**config.mk**
```make
export PLATFORM = sky130hd
export DESIGN_NAME = flash_rd_seq
export DESIGN_NICKNAME = d
export VERILOG_FILES = /design/src/logic/flash_rd_pkg.sv /design/src/logic/flash_rd_seq.sv
export SDC_FILE = /design/constraint.sdc
export NUM_CORES = 1
export LEC_CHECK = 0
export BUFFER_PORTS_ARGS = -buffer_cell sky130_fd_sc_hd__buf_4
export CAP_MARGIN = 10
export CORE_ASPECT_RATIO = 1.5
export CORE_UTILIZATION = 50
export DETAILED_ROUTE_END_ITERATION = 8
export PLACE_DENSITY = 0.67
export SLEW_MARGIN = 10
export SYNTH_ARGS = -nofsm -noshare
export SYNTH_HDL_FRONTEND = slang
export SYNTH_SLANG_ARGS = --single-unit
```
**constraint.sdc**
```tcl
create_clock -name sys_clk_i -period 3.5 [get_ports sys_clk_i]
set_input_delay 0.525 -clock sys_clk_i [delete_from_list [all_inputs] [get_ports sys_clk_i]]
set_output_delay 0.525 -clock sys_clk_i [all_outputs]
set_load 0.005 [all_outputs]
```
**src/logic/flash_rd_pkg.sv**
```systemverilog
// Opcodes, reset values and carrier types of the flash read sequencer
package flash_rd_pkg;
  // ----------------------------------------
  // Opcodes
  // ----------------------------------------
  localparam logic [7:0] OP_READ = 8'h03;
  localparam logic [7:0] OP_READ_4B = 8'h13;
  localparam logic [7:0] OP_FAST = 8'h0b;
  localparam logic [7:0] OP_FAST_4B = 8'h0c;
  localparam logic [7:0] OP_FAST_DTR = 8'h0d;
  localparam logic [7:0] OP_DUAL = 8'h3b;
  localparam logic [7:0] OP_DUAL_4B = 8'h3c;
  localparam logic [7:0] OP_QUAD = 8'h6b;
  localparam logic [7:0] OP_ENTER_4B = 8'hb7;
  localparam logic [7:0] OP_EXIT_4B = 8'he9;
  // ----------------------------------------
  // Counts and reset values
  // ----------------------------------------
  localparam logic [5:0] OPC_BITS = 6'h08;
  localparam logic [5:0] ADDR_BITS_3B = 6'h18;
  localparam logic [5:0] ADDR_BITS_4B = 6'h20;
  localparam logic [3:0] DUMMY_SPI = 4'h8;
  localparam logic [3:0] DUMMY_DTR = 4'h6;
  localparam logic [3:0] DUMMY_QPI_BASE = 4'h2;
  localparam logic [7:0] EXT_ADDR_RST = 8'h00;
  localparam logic [1:0] READ_PARAM_RST = 2'h0;
  localparam logic ADS_RST = 1'b0;
  localparam logic [1:0] PEND_ENTER = 2'h1;
  localparam logic [1:0] PEND_EXIT = 2'h2;
  localparam int FIFO_WIDTH = 8;
  localparam int FIFO_DEPTH = 16;
  // ----------------------------------------
  // Types
  // ----------------------------------------
  typedef enum logic [2:0] {
    ST_IDLE = 3'h0,
    ST_OPC = 3'h1,
    ST_ADDR = 3'h3,
    ST_DUMMY = 3'h2,
    ST_DATA = 3'h6,
    ST_IGNORE = 3'h4
  } seq_state_e;
  typedef struct packed {
    logic cs_n;
    logic sck;
    logic [3:0] io;
  } pins_s;
  typedef struct packed {
    logic ok;
    logic [2:0] win;
    logic [2:0] wout;
    logic dtr;
    logic [5:0] abits;
    logic [3:0] dummy;
  } read_cfg_s;
endpackage : flash_rd_pkg

```
**src/logic/flash_rd_seq.sv**
```systemverilog
// Serial flash read sequencer with address-mode logic and its byte FIFO
`timescale 1ns/1ps

// ----------------------------------------
// Byte FIFO between array and serialiser
// ----------------------------------------
module rd_byte_fifo #(
  parameter int WIDTH = 8,
  parameter int DEPTH = 16
) (
  // Clock and reset
  input wire logic clk_i,
  input wire logic arst_n_i,
  input wire logic flush_i,
  // Fill side
  input wire logic in_valid_i,
  input wire logic [WIDTH-1:0] in_data_i,
  output logic in_ready_o,
  // Drain side
  output logic out_valid_o,
  output logic [WIDTH-1:0] out_data_o,
  input wire logic out_ready_i
);
  localparam int AW = $clog2(DEPTH);
  typedef struct packed {
    logic [DEPTH-1:0][WIDTH-1:0] mem;
    logic [AW-1:0] wp;
    logic [AW-1:0] rp;
    logic [AW:0] cnt;
    logic rdy;
  } fifo_regs_s;
  fifo_regs_s q;
  fifo_regs_s d;
  logic push;
  logic pop;

  if (DEPTH < 2 || (DEPTH & (DEPTH - 1)) != 0 || WIDTH < 1)
  begin : g_bad
    $error("rd_byte_fifo: DEPTH must be a power of two");
  end

  always_comb
  begin
    d = q;
    push = in_valid_i & q.rdy;
    pop = out_ready_i & (q.cnt != '0);
    if (flush_i)
    begin
      d.wp = '0;
      d.rp = '0;
      d.cnt = '0;
    end
    else
    begin
      if (push)
      begin
        d.mem[q.wp] = in_data_i;
        d.wp = q.wp + 1'b1;
      end
      if (pop)
        d.rp = q.rp + 1'b1;
      d.cnt = q.cnt + (AW+1)'(push) - (AW+1)'(pop);
    end
    d.rdy = d.cnt != (AW+1)'(DEPTH);
  end

  always_ff @(posedge clk_i or negedge arst_n_i)
  begin
    if (!arst_n_i)
    begin
      q <= '0;
      q.rdy <= 1'b1;
    end
    else
      q <= d;
  end

  assign in_ready_o = q.rdy;
  assign out_valid_o = q.cnt != '0;
  assign out_data_o = q.mem[q.rp];
endmodule : rd_byte_fifo

// ----------------------------------------
// Read sequencer
// ----------------------------------------
module flash_rd_seq (
  // Clock and reset
  input wire logic sys_clk_i,
  input wire logic arst_n_i,
  // Flash pins
  input wire logic cs_n_i,
  input wire logic sck_i,
  input wire logic [3:0] data_line_i,
  output logic [3:0] data_line_o,
  output logic [3:0] data_line_oe_o,
  // Device state and configuration
  input wire logic busy_i,
  input wire logic quad_lines_enable_bit_i,
  input wire logic quad_wide_instruction_mode_i,
  input wire logic soft_reset_i,
  input wire logic read_param_load_i,
  input wire logic [1:0] read_param_i,
  input wire logic ext_addr_load_i,
  input wire logic [7:0] ext_addr_i,
  output logic address_size_flag_o,
  output logic [7:0] ext_addr_o,
  // Array read port
  output logic rd_active_o,
  output logic [31:0] rd_addr_o,
  input wire logic mem_valid_i,
  input wire logic [7:0] mem_data_i,
  output logic mem_ready_o
);
  typedef struct packed {
    flash_rd_pkg::pins_s s1;
    flash_rd_pkg::pins_s s2;
    flash_rd_pkg::pins_s s3;
    flash_rd_pkg::seq_state_e st;
    logic [31:0] sr;
    logic [5:0] cnt;
    flash_rd_pkg::read_cfg_s cfg;
    logic [3:0] dum;
    logic [7:0] osr;
    logic [3:0] obits;
    logic [1:0] pend;
    logic address_size_flag;
    logic [7:0] ext;
    logic [1:0] rparam;
    logic [31:0] addr;
    logic act;
    logic [3:0] dout;
    logic [3:0] oe;
  } seq_regs_s;
  seq_regs_s q;
  seq_regs_s d;
  flash_rd_pkg::read_cfg_s dec;
  logic rise;
  logic fall;
  logic pop;
  logic opc_done;
  logic fifo_valid;
  logic [7:0] fifo_data;
  logic [7:0] obyte;
  logic [3:0] nbits;
  logic quad_wide_instruction_mode;

  function automatic flash_rd_pkg::read_cfg_s decode(input logic [7:0] op,
    input logic qpi_m, input logic qe, input logic address_size_flag, input logic [1:0] rp);
    flash_rd_pkg::read_cfg_s c;
    c = '0;
    c.ok = 1'b1;
    c.win = qpi_m ? 3'h4 : 3'h1;
    c.wout = c.win;
    c.abits = address_size_flag ? flash_rd_pkg::ADDR_BITS_4B : flash_rd_pkg::ADDR_BITS_3B;
    case (op)
      flash_rd_pkg::OP_READ: c.ok = !qpi_m;
      flash_rd_pkg::OP_READ_4B:
      begin
        c.ok = !qpi_m;
        c.abits = flash_rd_pkg::ADDR_BITS_4B;
      end
      flash_rd_pkg::OP_FAST:
        c.dummy = qpi_m ? {1'b0, rp, 1'b0} + flash_rd_pkg::DUMMY_QPI_BASE
                        : flash_rd_pkg::DUMMY_SPI;
      flash_rd_pkg::OP_FAST_DTR:
      begin
        c.dtr = 1'b1;
        c.dummy = flash_rd_pkg::DUMMY_DTR;
      end
      flash_rd_pkg::OP_FAST_4B:
      begin
        c.ok = !qpi_m;
        c.abits = flash_rd_pkg::ADDR_BITS_4B;
        c.dummy = flash_rd_pkg::DUMMY_SPI;
      end
      flash_rd_pkg::OP_DUAL, flash_rd_pkg::OP_DUAL_4B:
      begin
        c.ok = !qpi_m;
        c.wout = 3'h2;
        c.dummy = flash_rd_pkg::DUMMY_SPI;
        if (op == flash_rd_pkg::OP_DUAL_4B)
          c.abits = flash_rd_pkg::ADDR_BITS_4B;
      end
      flash_rd_pkg::OP_QUAD:
      begin
        c.ok = !qpi_m && qe;
        c.wout = 3'h4;
        c.dummy = flash_rd_pkg::DUMMY_SPI;
      end
      default: c.ok = 1'b0;
    endcase
    return c;
  endfunction : decode

  function automatic logic [31:0] shift_in(input logic [31:0] sr,
    input logic [3:0] io, input logic [2:0] w);
    return (w == 3'h4) ? {sr[27:0], io} : {sr[30:0], io[0]};
  endfunction : shift_in

  // ----------------------------------------
  // Next state
  // ----------------------------------------
  always_comb
  begin
    d = q;
    pop = 1'b0;
    obyte = q.osr;
    nbits = q.obits;
    opc_done = 1'b0;
    quad_wide_instruction_mode = quad_wide_instruction_mode_i;
    rise = q.s2.sck & ~q.s3.sck;
    fall = ~q.s2.sck & q.s3.sck;
    d.s1 = '{cs_n: cs_n_i, sck: sck_i, io: data_line_i};
    d.s2 = q.s1;
    d.s3 = q.s2;
    dec = decode(q.sr[7:0], quad_wide_instruction_mode, quad_lines_enable_bit_i, q.address_size_flag, q.rparam);
    if (read_param_load_i)
      d.rparam = read_param_i;
    if (ext_addr_load_i)
      d.ext = ext_addr_i;
    if (q.s2.cs_n)
    begin
      if (q.st == flash_rd_pkg::ST_IGNORE && q.pend != 2'h0)
        d.address_size_flag = q.pend == flash_rd_pkg::PEND_ENTER;
      d.st = flash_rd_pkg::ST_IDLE;
      d.pend = 2'h0;
      d.oe = 4'h0;
      d.act = 1'b0;
    end
    else
    begin
      unique case (q.st)
        flash_rd_pkg::ST_IDLE:
        begin
          d.st = flash_rd_pkg::ST_OPC;
          d.cnt = '0;
          d.dum = '0;
          d.obits = '0;
        end
        flash_rd_pkg::ST_OPC:
          if (rise)
          begin
            d.sr = shift_in(q.sr, q.s2.io, quad_wide_instruction_mode ? 3'h4 : 3'h1);
            d.cnt = q.cnt + (quad_wide_instruction_mode ? 6'h4 : 6'h1);
          end
          else if (q.cnt == flash_rd_pkg::OPC_BITS)
          begin
            opc_done = 1'b1;
            d.cnt = '0;
            if (q.sr[7:0] == flash_rd_pkg::OP_ENTER_4B)
              d.pend = flash_rd_pkg::PEND_ENTER;
            else if (q.sr[7:0] == flash_rd_pkg::OP_EXIT_4B)
              d.pend = flash_rd_pkg::PEND_EXIT;
            if (q.sr[7:0] == flash_rd_pkg::OP_ENTER_4B ||
                q.sr[7:0] == flash_rd_pkg::OP_EXIT_4B || busy_i || !dec.ok)
              d.st = flash_rd_pkg::ST_IGNORE;
            else
            begin
              d.cfg = dec;
              d.st = flash_rd_pkg::ST_ADDR;
            end
          end
        flash_rd_pkg::ST_ADDR:
          // Opcode's last fall is not an address edge
          if (rise || (q.cfg.dtr && fall && q.cnt != 6'h00))
          begin
            d.sr = shift_in(q.sr, q.s2.io, q.cfg.win);
            d.cnt = q.cnt + {3'h0, q.cfg.win};
            if (d.cnt == q.cfg.abits)
            begin
              d.act = 1'b1;
              if (q.cfg.abits == flash_rd_pkg::ADDR_BITS_4B)
                d.addr = d.sr;
              else
                d.addr = {q.ext, d.sr[23:0]};
              if (q.address_size_flag && q.cfg.abits == flash_rd_pkg::ADDR_BITS_4B)
                d.ext = d.sr[31:24];
              d.st = (q.cfg.dummy == 4'h0) ? flash_rd_pkg::ST_DATA
                                           : flash_rd_pkg::ST_DUMMY;
            end
          end
        flash_rd_pkg::ST_DUMMY:
          if (rise)
          begin
            d.dum = q.dum + 4'h1;
            if (d.dum == q.cfg.dummy)
              d.st = flash_rd_pkg::ST_DATA;
          end
        flash_rd_pkg::ST_DATA:
          if (fall || (q.cfg.dtr && rise))
          begin
            if (q.obits == 4'h0)
            begin
              obyte = fifo_data;
              nbits = 4'h8;
              pop = 1'b1;
              d.addr = q.addr + 32'h1;
            end
            unique case (q.cfg.wout)
              3'h4:
              begin
                d.dout = obyte[7:4];
                d.oe = 4'hf;
              end
              3'h2:
              begin
                d.dout = {2'h0, obyte[7:6]};
                d.oe = 4'h3;
              end
              default:
              begin
                d.dout = {2'h0, obyte[7], 1'b0};
                d.oe = 4'h2;
              end
            endcase
            d.osr = obyte << q.cfg.wout;
            d.obits = nbits - {1'b0, q.cfg.wout};
          end
        flash_rd_pkg::ST_IGNORE:
          if (rise)
            d.pend = 2'h0;
        default: d.st = flash_rd_pkg::ST_IDLE;
      endcase
    end
    if (soft_reset_i)
    begin
      d.ext = flash_rd_pkg::EXT_ADDR_RST;
      d.rparam = flash_rd_pkg::READ_PARAM_RST;
      d.address_size_flag = flash_rd_pkg::ADS_RST;
    end
  end

  always_ff @(posedge sys_clk_i or negedge arst_n_i)
  begin
    if (!arst_n_i)
    begin
      q <= '0;
      q.s1.cs_n <= 1'b1;
      q.s2.cs_n <= 1'b1;
      q.s3.cs_n <= 1'b1;
      q.st <= flash_rd_pkg::ST_IDLE;
      q.ext <= flash_rd_pkg::EXT_ADDR_RST;
      q.rparam <= flash_rd_pkg::READ_PARAM_RST;
      q.address_size_flag <= flash_rd_pkg::ADS_RST;
    end
    else
      q <= d;
  end

  rd_byte_fifo #(
    .WIDTH(flash_rd_pkg::FIFO_WIDTH),
    .DEPTH(flash_rd_pkg::FIFO_DEPTH)
  ) u_fifo (
    .clk_i(sys_clk_i),
    .arst_n_i(arst_n_i),
    .flush_i(q.s2.cs_n),
    .in_valid_i(mem_valid_i),
    .in_data_i(mem_data_i),
    .in_ready_o(mem_ready_o),
    .out_valid_o(fifo_valid),
    .out_data_o(fifo_data),
    .out_ready_i(pop)
  );

  assign data_line_o = q.dout;
  assign data_line_oe_o = q.oe;
  assign address_size_flag_o = q.address_size_flag;
  assign ext_addr_o = q.ext;
  assign rd_active_o = q.act;
  assign rd_addr_o = q.addr;
endmodule : flash_rd_seq

```
-- Word level (Yosys, flattened, before mapping)
Index checks and enable logic that the tools add are counted.
- reductions and logical operators: 55
- shift operators: 1
- eq/ne operators: 41
- bitwise operators: 9
- magnitude comparators: 3
- muxes and demuxes: 81
- add/subtract/negate cells: 10
- operators by type and width (kind ; count):
    128-bit bitwise mux ; 1
    32-bit two-way mux ; 4
    8-bit two-way mux ; 12
    33-bit two-way mux ; 2
    32-bit case mux with 2 select lines ; 1
    31-bit two-way mux ; 2
    31-bit case mux with 2 select lines ; 1
    4-bit two-way mux ; 12
    41-bit two-way mux ; 1
    32-bit by 1-bit adder with 32-bit output (second input constant) ; 1
    8-bit binary-select mux with 4-bit select ; 1
    8-bit demux with 4-bit select ; 1
    3-bit two-way mux ; 10
    2-bit nonzero test ; 15
    8-bit by 4-bit equality test with 1-bit output (second input constant) ; 3
    24-bit two-way mux ; 1
    3-bit != test (second input constant) ; 8
    18-bit two-way mux ; 1
    6-bit two-way mux ; 3
    6-bit case mux with 3 select lines ; 1
    8-bit by 6-bit equality test with 1-bit output (second input constant) ; 2
    8-bit equality test (second input constant) ; 2
    4-bit case mux with 2 select lines ; 2
    8-bit case mux with 2 select lines ; 1
    other kinds (53) ; 112
- logic and storage cells: 247
- bits of input ports: 33
- bits in registers: 283

-- Logic depth before layout (Yosys ltp)
Gate-level depths: netlist of run 1.
- depth after elaboration: 11
- mapped depth: 16

-- By module
A second synthesis of run 1 with hierarchy kept.
- cell total of the unflattened synthesis: 1441
- area, all modules: 15282.2 um^2
- by module, submodules not included (module ; area an instance (um^2) ; sequential area each (um^2) ; instances ; cells each):
    flash_rd_seq ; 8543.2 ; 3330.7 ; 1 ; 962
    rd_byte_fifo ; 6739.0 ; 3554.7 ; 1 ; 479

-- Worst setup path after synthesis of run 1
Ideal clock, no wire load.
- path kind: reg-to-reg
- from: register q[55] (netlist name)
- to: register u_fifo.q, in the netlist u_fifo.in_ready_o
- arrival time: 3148 ps
- slack: 266 ps
- cell stages (with the launch flop): 16
- clock period less this slack: 3234 ps
- library setup time: 86 ps
- required time: 3414 ps
- cell sequence: dfrtp_1 > or4_1 > clkbuf_1 > buf_2 > nor3_1 > ha_1 > inv_1 > ha_1 > inv_1 > fa_1 > inv_1 > a21oi_1 > nor2_1 > o21ai_0 > a21oi_1 > nand3b_1
- RTL lines (element ; line ; source):
    start, declared ; flash_rd_seq.sv:134 ; seq_regs_s q;
    end, declared ; flash_rd_seq.sv:32 ; fifo_regs_s q;

-- Worst setup path in the final report of run 1
- from: register q[84] (netlist name)
- to: register q, in the netlist rd_addr_o[6]
- word-level cells in the longest chain between the ends: 6
- ends and longest elaborated chain (element):
    branches (longest 6 deep; another with 6-bit by 3-bit adder with 6-bit output)
Parallel ways; which one is timed is not known. The select of a mux whose other input is x is not followed.
A chain may end at the register's enable or synchronous reset.

==> results.yml, run 1 <==
outcome:
  run_status: "finished, final reports clean"
layout:
  fillers: 2583
  drive_above_1_share_pct: 25.14
  fin_nets: 1523
  syn_to_final_growth_pct: 10.97
  finalNonFillerCells: 1880
  antenna_cells: 0
  final_cell_area_um2: 16940
clock_tree:
  htreeDepth: 1
  cts-root-buf: "clkbuf_16"
  numClockSinks: 275
  clk_latency_ns: 0.55
  cts_setup_buffers: 0
  cts_resized: 0
  path_clk_slew_ns: 0.06
  cts_buffers: 27
  clockBufferDepth: 3
  cts_tree: "done"
place:
  port_buffers: 83
  dp_hpwl_um: 27670
  gp_congestion: 0.8750
  placed_area_um2: 16100
  dp_cells: 1835
sta:
  period_needed_ns: 3.081
  fmax_mhz: 324.5
  setup_violations: 0
  finalHoldViolations: 0
  tns_ns: 0
  worst_pin_slew_ns: 0.7822
  drv_slew: 0
  finalCritPeriodShare_pct: 88.04
  finClkSkew_ns: 0.009976
  slew_headroom_pct: 47.66
  rsz0062_at_grt: "no"
power:
  p_leak_uw: 0.007699
  p_total_uw: 8067
  vdd_drop_max_uv: 481.2
  p_per_area_nw_per_um2: 476.2
global_routing:
  antenna_found_initial: 0
  overflow: 0
  grt_pass1_wl_um: 63090
  first_global_vias: 11680
  grt_use_total_pct: 25.91
  grt_max_degree: 65
logic_synthesis:
  synth_nets: 1500
  synth_most_common_cell: "dfrtp_1"
  synth-seq-area-share_pct: 45.10
  synthesis.instances: 1442
  synth_top_area_share_pct: 44.59
  synth.lib_cells_used.distinct: 81
  synth_top_flop_cell: "dfrtp_1"
  avgSynthCellArea_um2: 10.59
  synthArstFlopShare_pct: 100.0
  synthTopCellsByArea: "dfrtp_1, mux2_2, mux2i_1"
  syn_area_um2: 15270
  synth-edff-count: 0
  synth_common_cells: "dfrtp_1, mux2_2, nand2_1"
  yosys_warnings: 0
  yosys.area.top_type: "dfrtp_1"
  ys_seq_elements: 275
run:
  drv_cap: 0
floorplanning:
  fp.dieW_um: 144.7
  die_area_um2: 31250
  start_util_pct: 50.62
  pin_count: 84
  fp.dieH_um: 216.0
  core_area_um2: 30160
  fp-row-count: 78
routing:
  drc: 0
  vias_per_cell: 6.065
  dr.pass1.iters: 5
  drt_iter0_markers: 628
  vias: 11400
  totalWireLength_um: 38920
  wl_per_cell_um: 20.70
  drtAntennaViolNets: 0
critical_path:
  end_kind: "flip-flop"
  critPathArrivalTime_ns: 3.51
  r2r_setup_slack_ns: 0.42
  path_max_fanout: 9
  start_kind: "flip-flop"
  path_class: "reg2reg"
  worstPathRequired_ns: 3.93
  ff2ff_path_depth: 9
hold_path:
  hp-class: "in2reg"
  hold_depth: 1
## repair_timing
item / in CTS / in global routing
hold endpoints to repair: 55 / 0
hold buffers: 1 / 0
setup endpoints to repair: 0 / 0
## worst max-delay path, cell delays in order, from the launching register on
cell	delay, ns
dfrtp_1	0.41
ha_1	0.24
ha_1	0.21
a21o_1	0.19
and3b_1	0.18
or4_4	0.52
a2111oi_4	0.58
buf_4	0.28
o211ai_1	0.11
a22o_1	0.24
## layout by cell type (no fill, tap or decap), types with 23 or more instances in the layout
cell type,netlist,routed
dfrtp_1,272,271
mux2_2,147,147
buf_4,51,132
nand2_1,123,123
nor2_1,114,114
a21oi_1,72,71
mux2i_1,70,70
o21ai_0,51,51
nand3_1,45,44
inv_1,37,37
clkbuf_16,0,27
ha_1,23,23
## final cells by class
type / count / area, um2 / share of cell area [%]
repair buffers: 138 / 1096 / 6.470
clock buffers: 32 / 724.4 / 4.276
multi-input cells: 983 / 7480 / 44.15
well taps: 400 / 500.5 / 2.954
inverters: 40 / 150.1 / 0.8863
flip-flops and latches: 275 / 6887 / 40.65
clock inverters: 12 / 103.9 / 0.6130
## worst paths after layout
path | start | to
max | q[84]$_DFFE_PN0P_ | rd_addr_o[6]$_DFFE_PN0P_
min | sck_i | d[139]$_DFF_PN0_
max reg2reg | q[84]$_DFFE_PN0P_ | rd_addr_o[6]$_DFFE_PN0P_
min reg2reg | d[138]$_DFF_PN0_ | d[132]$_DFF_PN0_
max in group asynchronous | arst_n_i | u_fifo.in_ready_o$_DFF_PN1_
min in group asynchronous | arst_n_i | ext_addr_o[0]$_DFF_PN0_
## registers in the layout (all words and copies together) (netlist names)
register             count
data_line_oe_o           3
rd_active_o              1
d                       12
u_fifo.in_ready_o        1
rd_addr_o               32
address_size_flag_o      1
q                       72
ext_addr_o               8
u_fifo.q               141
data_line_o              4
## per-layer routing
metal,up-vias,global-route usage (%),part of all wire (%)
met1,5677,29.76,38
li1,5265,-,-
met5,-,0,0
met3,118,3.040,3.8
met4,0,12.77,5.0
met2,343,46.76,53
## cells by family (layout without fill, tap and decap cells)
| group | Yosys count | in the layout | synth area share, % |
|---|---|---|---|
| buf+inv | 184 | 222 | 6.032 |
| fa+ha+maj | 25 | 25 | 2.147 |
| mux | 242 | 242 | 19.22 |
| simple gates | 384 | 384 | 11.84 |
| xor+xnor | 20 | 20 | 1.328 |
| flops | 275 | 275 | 45.10 |
| compound gates | 312 | 312 | 14.33 |
## power breakdown
| part | total [uW] | internal, uW | switching [uW] |
|---|---|---|---|
| logic | 1460 | 693 | 765 |
| clock network | 2810 | 1550 | 1260 |
| registers | 3800 | 3490 | 318 |
| total | 8070 | 5720 | 2340 |
## per-stage QoR
| stage | utilization (%) | worst slack [ns] | hold slack [ns] |
|---|---|---|---|
| global placement | 53.40 | 0.4788 | 0.3358 |
| detailed placement | 53.40 | 0.4521 | 0.3356 |
| CTS | 56.18 | 0.4429 | 0.06902 |
| floorplan | - | 0.2659 | 0.2294 |
| finish | 56.18 | 0.4187 | 0.08875 |
| global route | 56.18 | 0.2955 | 0.07300 |
Power figures use the tool's default switching activity.
==> run 2, diff against run 1 <==
- CELL_PAD_IN_SITES_DETAIL_PLACEMENT: unset -> 1
- CELL_PAD_IN_SITES_GLOBAL_PLACEMENT: unset -> 2
- CORE_UTILIZATION: 50 -> 44
- PLACE_DENSITY: 0.67 -> unset
- PLACE_DENSITY_LB_ADDON: unset -> 0.1
- clock period: 3.5 -> 3.7 ns (I/O delays scaled with it)
==> results.yml, run 2 (synthesis gave the netlist of run 1 again) <==
floorplanning:
  fp.dieW_um: 154.1
  fp.dieH_um: 230.1
  pin_count: 84
  core_area_um2: 34170
  start_util_pct: 44.68
  die_area_um2: 35460
  fp-row-count: 83
routing:
  vias: 11440
  totalWireLength_um: 43740
  met1_length_um: 16720
  wl_met3_um: 1032
  dr.pass1.iters: 4
  wl_per_cell_um: 22.85
  drc: 0
  wl_met2_um: 24370
  drtAntennaViolNets: 0
  vias_per_cell: 5.977
  drt_iter0_markers: 540
  highest_layer: "met4"
critical_path:
  critPathBufInv: 1
  path_max_fanout: 21
  crit_family: "compound AO/OA/AOI/OAI gates"
  crit_slowest_cell: "or4_4"
  r2r_setup_slack_ns: 0.58
  path_class: "reg2reg"
  worstPathRequired_ns: 4.15
  r2r-start: "q[88]$_DFFE_PN0P_"
  slowest_delay_ns: 0.51
  critPathArrivalTime_ns: 3.57
  path_cells: "ha_1 > ha_1 > a21o_1 > and3b_1 > or4_4 > a2111o_1 > buf_4 > a221o_1 > a22o_1"
  start_kind: "flip-flop"
  end_kind: "flip-flop"
  cp-startpoint: "q[88]$_DFFE_PN0P_"
  crit_top_cell: "ha_1"
place:
  dp_cells: 1858
  dp_hpwl_um: 31070
  placed_area_um2: 16110
  port_buffers: 83
  gp_congestion: 0.8214
sta:
  rsz0062_at_grt: "no"
  slew_headroom_pct: 44.81
  drv_slew: 0
  tns_ns: 0
  finalHoldViolations: 0
  finalCritPeriodShare_pct: 84.24
  setup_violations: 0
  period_needed_ns: 3.117
  finClkSkew_ns: 0.02073
  worst_pin_slew_ns: 0.8249
  fmax_mhz: 320.8
layout:
  regArea_um2: 6887
  fin_util_pct: 50.19
  drive_above_1_share_pct: 25.39
  antenna_cells: 0
  largest_reg_flops: 141
  final_cell_area_um2: 17150
  multi_input_area_um2: 7480
  fin_nets: 1523
  final_cell_mix: "dfrtp_1, mux2_2, buf_4"
  finalNonFillerCells: 1914
  final_common_cell: "dfrtp_1"
  syn_to_final_growth_pct: 12.33
  largest_register: "u_fifo.q"
  fillers: 3681
hold_path:
  hp-class: "in2async"
clock_tree:
  cts_resized: 0
  htreeDepth: 1
  cts_tree: "done"
  numClockSinks: 275
  cts-hold-fix-buffers: 0
  cts-root-buf: "clkbuf_16"
  clk_latency_ns: 0.58
  cts_setup_buffers: 0
  clockBufferDepth: 3
  cts_buffers: 30
  path_clk_slew_ns: 0.07
global_routing:
  first_global_vias: 12550
  antenna_found_initial: 0
  grt_max_degree: 84
  grt_use_total_pct: 25.43
  overflow: 0
  grt_pass1_wl_um: 70850
outcome:
  run_status: "finished, final reports clean"
run:
  drv_cap: 0
power:
  vdd_drop_max_uv: 416.5
  p_per_area_nw_per_um2: 473.2
  p_leak_uw: 0.007776
[run 2: changes by cell type in the layout (fill, tap and decap cells not counted), moves of 2 or more]
cell,before,now
clkbuf_1,2,6
clkinvlp_4,3,5
bufinv_16,1,3
clkbuf_16,27,31
clkinv_2,5,3
clkbuf_8,3,6
[run 2: path summary, 6_finish.rpt]
kind	end	cells after the start
min	q[100]$_DFFE_PN0P_	1
max	rd_addr_o[31]$_DFFE_PN0P_	9
min reg2reg	d[131]$_DFF_PN0_	0
max reg2reg	rd_addr_o[31]$_DFFE_PN0P_	9
max in group asynchronous	u_fifo.q[81]$_DFFE_PN0P_	2
min in group sys_clk_i	d[140]$_DFF_PN1_	1
[run 2: final cells by class]
class / instances / share of cell area, %
multi-input combinational: 983 / 43.62
sequential: 275 / 40.16
timing repair buffer: 135 / 6.173
clock buffer: 43 / 5.137
tap: 425 / 3.101
clock inverter: 13 / 0.9340
inverter: 40 / 0.8756
[run 2: metal layers]
layer  vias to the layer above  GRT usage (%)
met5                         -              0
met4                         0          10.09
met3                        86          2.394
met2                       189          49.60
met1                      5903          27.80
li1                       5262              -
[run 2: stage by stage]
| stage | power, uW | hold slack, ns | setup WS, ns |
|---|---|---|---|
| after global placement | 4998 | 0.3391 | 0.6587 |
| after CTS | 8234 | 0.01248 | 0.5829 |
| after floorplan | 4555 | 0.2594 | 0.4659 |
| after detailed placement | 5038 | 0.3402 | 0.6039 |
| final | 8113 | 0.001705 | 0.5832 |
| after global routing | 8501 | 0.04405 | 0.4020 |
[run 2: worst reg2reg max path, delay by kind of cell, from the launching register on]
kind | cells | cell delay [ns]
simple gates | 2 | 0.69
flops | 1 | 0.43
fa+ha+maj | 2 | 0.44
compound gates | 4 | 1.20
buf+inv | 1 | 0.24
[run 2: power breakdown]
part,switching (uW),total (uW),internal (uW)
registers,323,3620,3300
logic,701,1350,646
clock network,1280,3150,1860
total,2310,8110,5810
==> run 3, diff against run 2 <==
- ABC_AREA: unset -> 1
- CORE_UTILIZATION: 44 -> 33
- clock period: 3.7 -> 2.5 ns (I/O delays scaled with it)
==> results.yml, run 3 <==
logic_synthesis:
  synthesis.instances: 2106
  synth.lib_cells_used.distinct: 54
  synth_compound_gate_area_share_pct: 14.63
  syn_area_um2: 15650
  synthTopCellsByArea: "dfrtp_1, nand2_1, o21ai_0"
  yosys.area.top_type: "dfrtp_1"
  synth-edff-count: 0
  synth_most_common_cell: "nand2_1"
  synthSimpleGateAreaFrac_pct: 27.94
  synth-seq-area-share_pct: 43.99
  ys_seq_elements: 275
  synth_top_area_share_pct: 43.49
  synthAdderAreaFrac_pct: 2.094
  synthArstFlopShare_pct: 100.0
  synth_top_flop_cell: "dfrtp_1"
  yosys_warnings: 0
  synth_top_family_by_area: "simple AND/OR/NAND/NOR gates"
  synth_nets: 2164
  synth_xor_area_share_pct: 1.343
  avgSynthCellArea_um2: 7.432
  synth_common_cells: "nand2_1, dfrtp_1, o21ai_0"
  muxShareOfSynthArea_pct: 0.1279
routing:
  totalWireLength_um: 52260
  vias: 14180
  dr.pass1.iters: 9
  drc: 10
  wl_per_cell_um: 18.67
  drt_iter0_markers: 768
  drtAntennaViolNets: 0
  vias_per_cell: 5.066
sta:
  fin_ws_ns: -0.2739
  period_needed_ns: 2.774
  finClkSkew_ns: 0.01267
  drv_slew: 0
  slew_headroom_pct: 56.38
  finalCritPeriodShare_pct: 111.0
  tns_ns: -0.6745
  rsz0062_at_grt: "yes"
  fmax_mhz: 360.5
  worst_pin_slew_ns: 0.6535
  finalHoldViolations: 0
  hold_slack_ns: 0.03708
  setup_violations: 3
layout:
  regArea_um2: 6888
  final_common_cell: "nand2_1"
  syn_to_final_growth_pct: 17.01
  largest_reg_flops: 141
  fin_nets: 2240
  largest_register: "u_fifo.q"
  multi_input_area_um2: 7277
  antenna_cells: 0
  fillers: 5750
  final_cell_mix: "nand2_1, dfrtp_1, o21ai_0"
  drive_above_1_share_pct: 13.65
run:
  drv_cap: 0
critical_path:
  r2r_setup_slack_ns: -0.27
  crit_slowest_cell: "dfrtp_1"
  path_class: "reg2reg"
  path_max_fanout: 2
  critPathArrivalTime_ns: 3.24
  end_kind: "flip-flop"
  worstPathRequired_ns: 2.97
  start_kind: "flip-flop"
  path_cells: "inv_1 > nand2_2 > inv_2 > nand2_2 > nand2_2 > nand2_4 > nor2_4 > inv_4 > nor3_4 > ha_1 > inv_1 > ha_2 > inv_2 > fa_2 > nor2_2 > nor2_1 > nor2_1 > nor2_1 > xor2_1 > buf_4 > nor2_2"
  slowest_delay_ns: 0.38
place:
  gp_congestion: 0.8991
  dp_hpwl_um: 37630
  port_buffers: 83
outcome:
  run_status: "finished, violations left"
  violations: "DRC, setup timing"
global_routing:
  grt_pass1_wl_um: 84670
  grt_use_total_pct: 22.19
  overflow: 0
  first_global_vias: 15000
  grt_max_degree: 68
  antenna_found_initial: 0
clock_tree:
  cts-root-buf: "clkbuf_16"
  htreeDepth: 1
  cts_tree: "done"
  cts_buffers: 31
  numClockSinks: 275
  clockBufferDepth: 3
  path_clk_slew_ns: 0.06
  clk_latency_ns: 0.59
floorplanning:
  start_util_pct: 33.50
  fp.dieW_um: 179.8
  fp-row-count: 97
  pin_count: 84
  die_area_um2: 48330
  core_area_um2: 46730
  fp.dieH_um: 268.7
power:
  p_per_area_nw_per_um2: 745.1
  vdd_drop_max_uv: 441.7
  p_leak_uw: 0.008790
hold_path:
  hp-class: "in2reg"
[run 3: final cells by class]
cell class / count / area share (%)
Clock buffer: 42 / 4.734
Sequential cell: 275 / 37.61
Inverter: 199 / 4.106
Clock inverter: 14 / 0.9632
Timing Repair Buffer: 190 / 8.799
Tap cell: 594 / 4.058
Multi-Input combinational cell: 1485 / 39.73
[run 3: per-layer routing]
metal	up-vias	routed length [um]	global-route usage, %
li1	7011	-	-
met1	6950	21100	24.94
met2	151	28680	44.02
met3	69	1038	1.783
met4	0	1437	6.733
met5	-	0	0
[run 3: worst paths after layout]
check	from	endpoint	cells after the start
worst max-delay path	q[133]$_DFF_PN0_	u_fifo.q[5]$_DFF_PN0_	21
worst min-delay path	read_param_i[1]	q[42]$_DFFE_PN0P_	3
worst max register to register	q[133]$_DFF_PN0_	u_fifo.q[5]$_DFF_PN0_	21
worst min register to register	d[137]$_DFF_PN0_	d[131]$_DFF_PN0_	0
max in group asynchronous	arst_n_i	d[140]$_DFF_PN1_	3
min in group asynchronous	arst_n_i	rd_addr_o[30]$_DFFE_PN0P_	2
[run 3: report_power, final]
part | switching [uW] | internal [uW] | total, uW | leakage [uW]
Sequential | 478 | 5070 | 5550 | 0.00369
Combinational | 2070 | 1210 | 3280 | 0.00458
Clock | 2000 | 2820 | 4820 | 0.000518
Total | 4540 | 9100 | 13600 | 0.00879
[run 3: logic make-up after synthesis]
kind of cell / count (synthesis)
buffers and inverters: 346
muxes: 2
adders and majority gates: 25
and+or+nand+nor: 1018
xor gates and xnor gates: 24
AOI/OAI and AO/OA: 416
DFF: 275
[run 3: worst max-delay path, delay by kind of cell (launching register included)]
family                   cells  cell delay, ns
AND/OR/NAND/NOR             11            0.87
adder cells (fa/ha/maj)      3            0.75
buffers and inverters        6            0.44
flip-flops                   1            0.38
XOR/XNOR                     1            0.20
[run 3: per-stage QoR]
stage                     cell area [um2]  instances  setup slack (ns)  util, %  total power [uW]
final                               18320       2799           -0.2739    39.20             13650
after global routing                18320       2799           -0.4641    39.20             14520
after CTS                           18240       2795           -0.3275    39.03             13880
after detailed placement            17040       2723           -0.3226    36.46              8861
after global placement              17040       2723           -0.2454    36.46              8755
after floorplan                     15670       2106           -0.3649        -              7554
[run 3: what timing repair did]
| action | CTS | global route |
|---|---|---|
| hold buffers | 8 | 0 |
| endpoints found under the hold margin | 59 | 0 |
| pin swaps | 8 | 4 |
| buffers inserted | 8 | 4 |
| endpoints found under the setup margin | 10 | 26 |
| gates resized for setup | 3 | 11 |
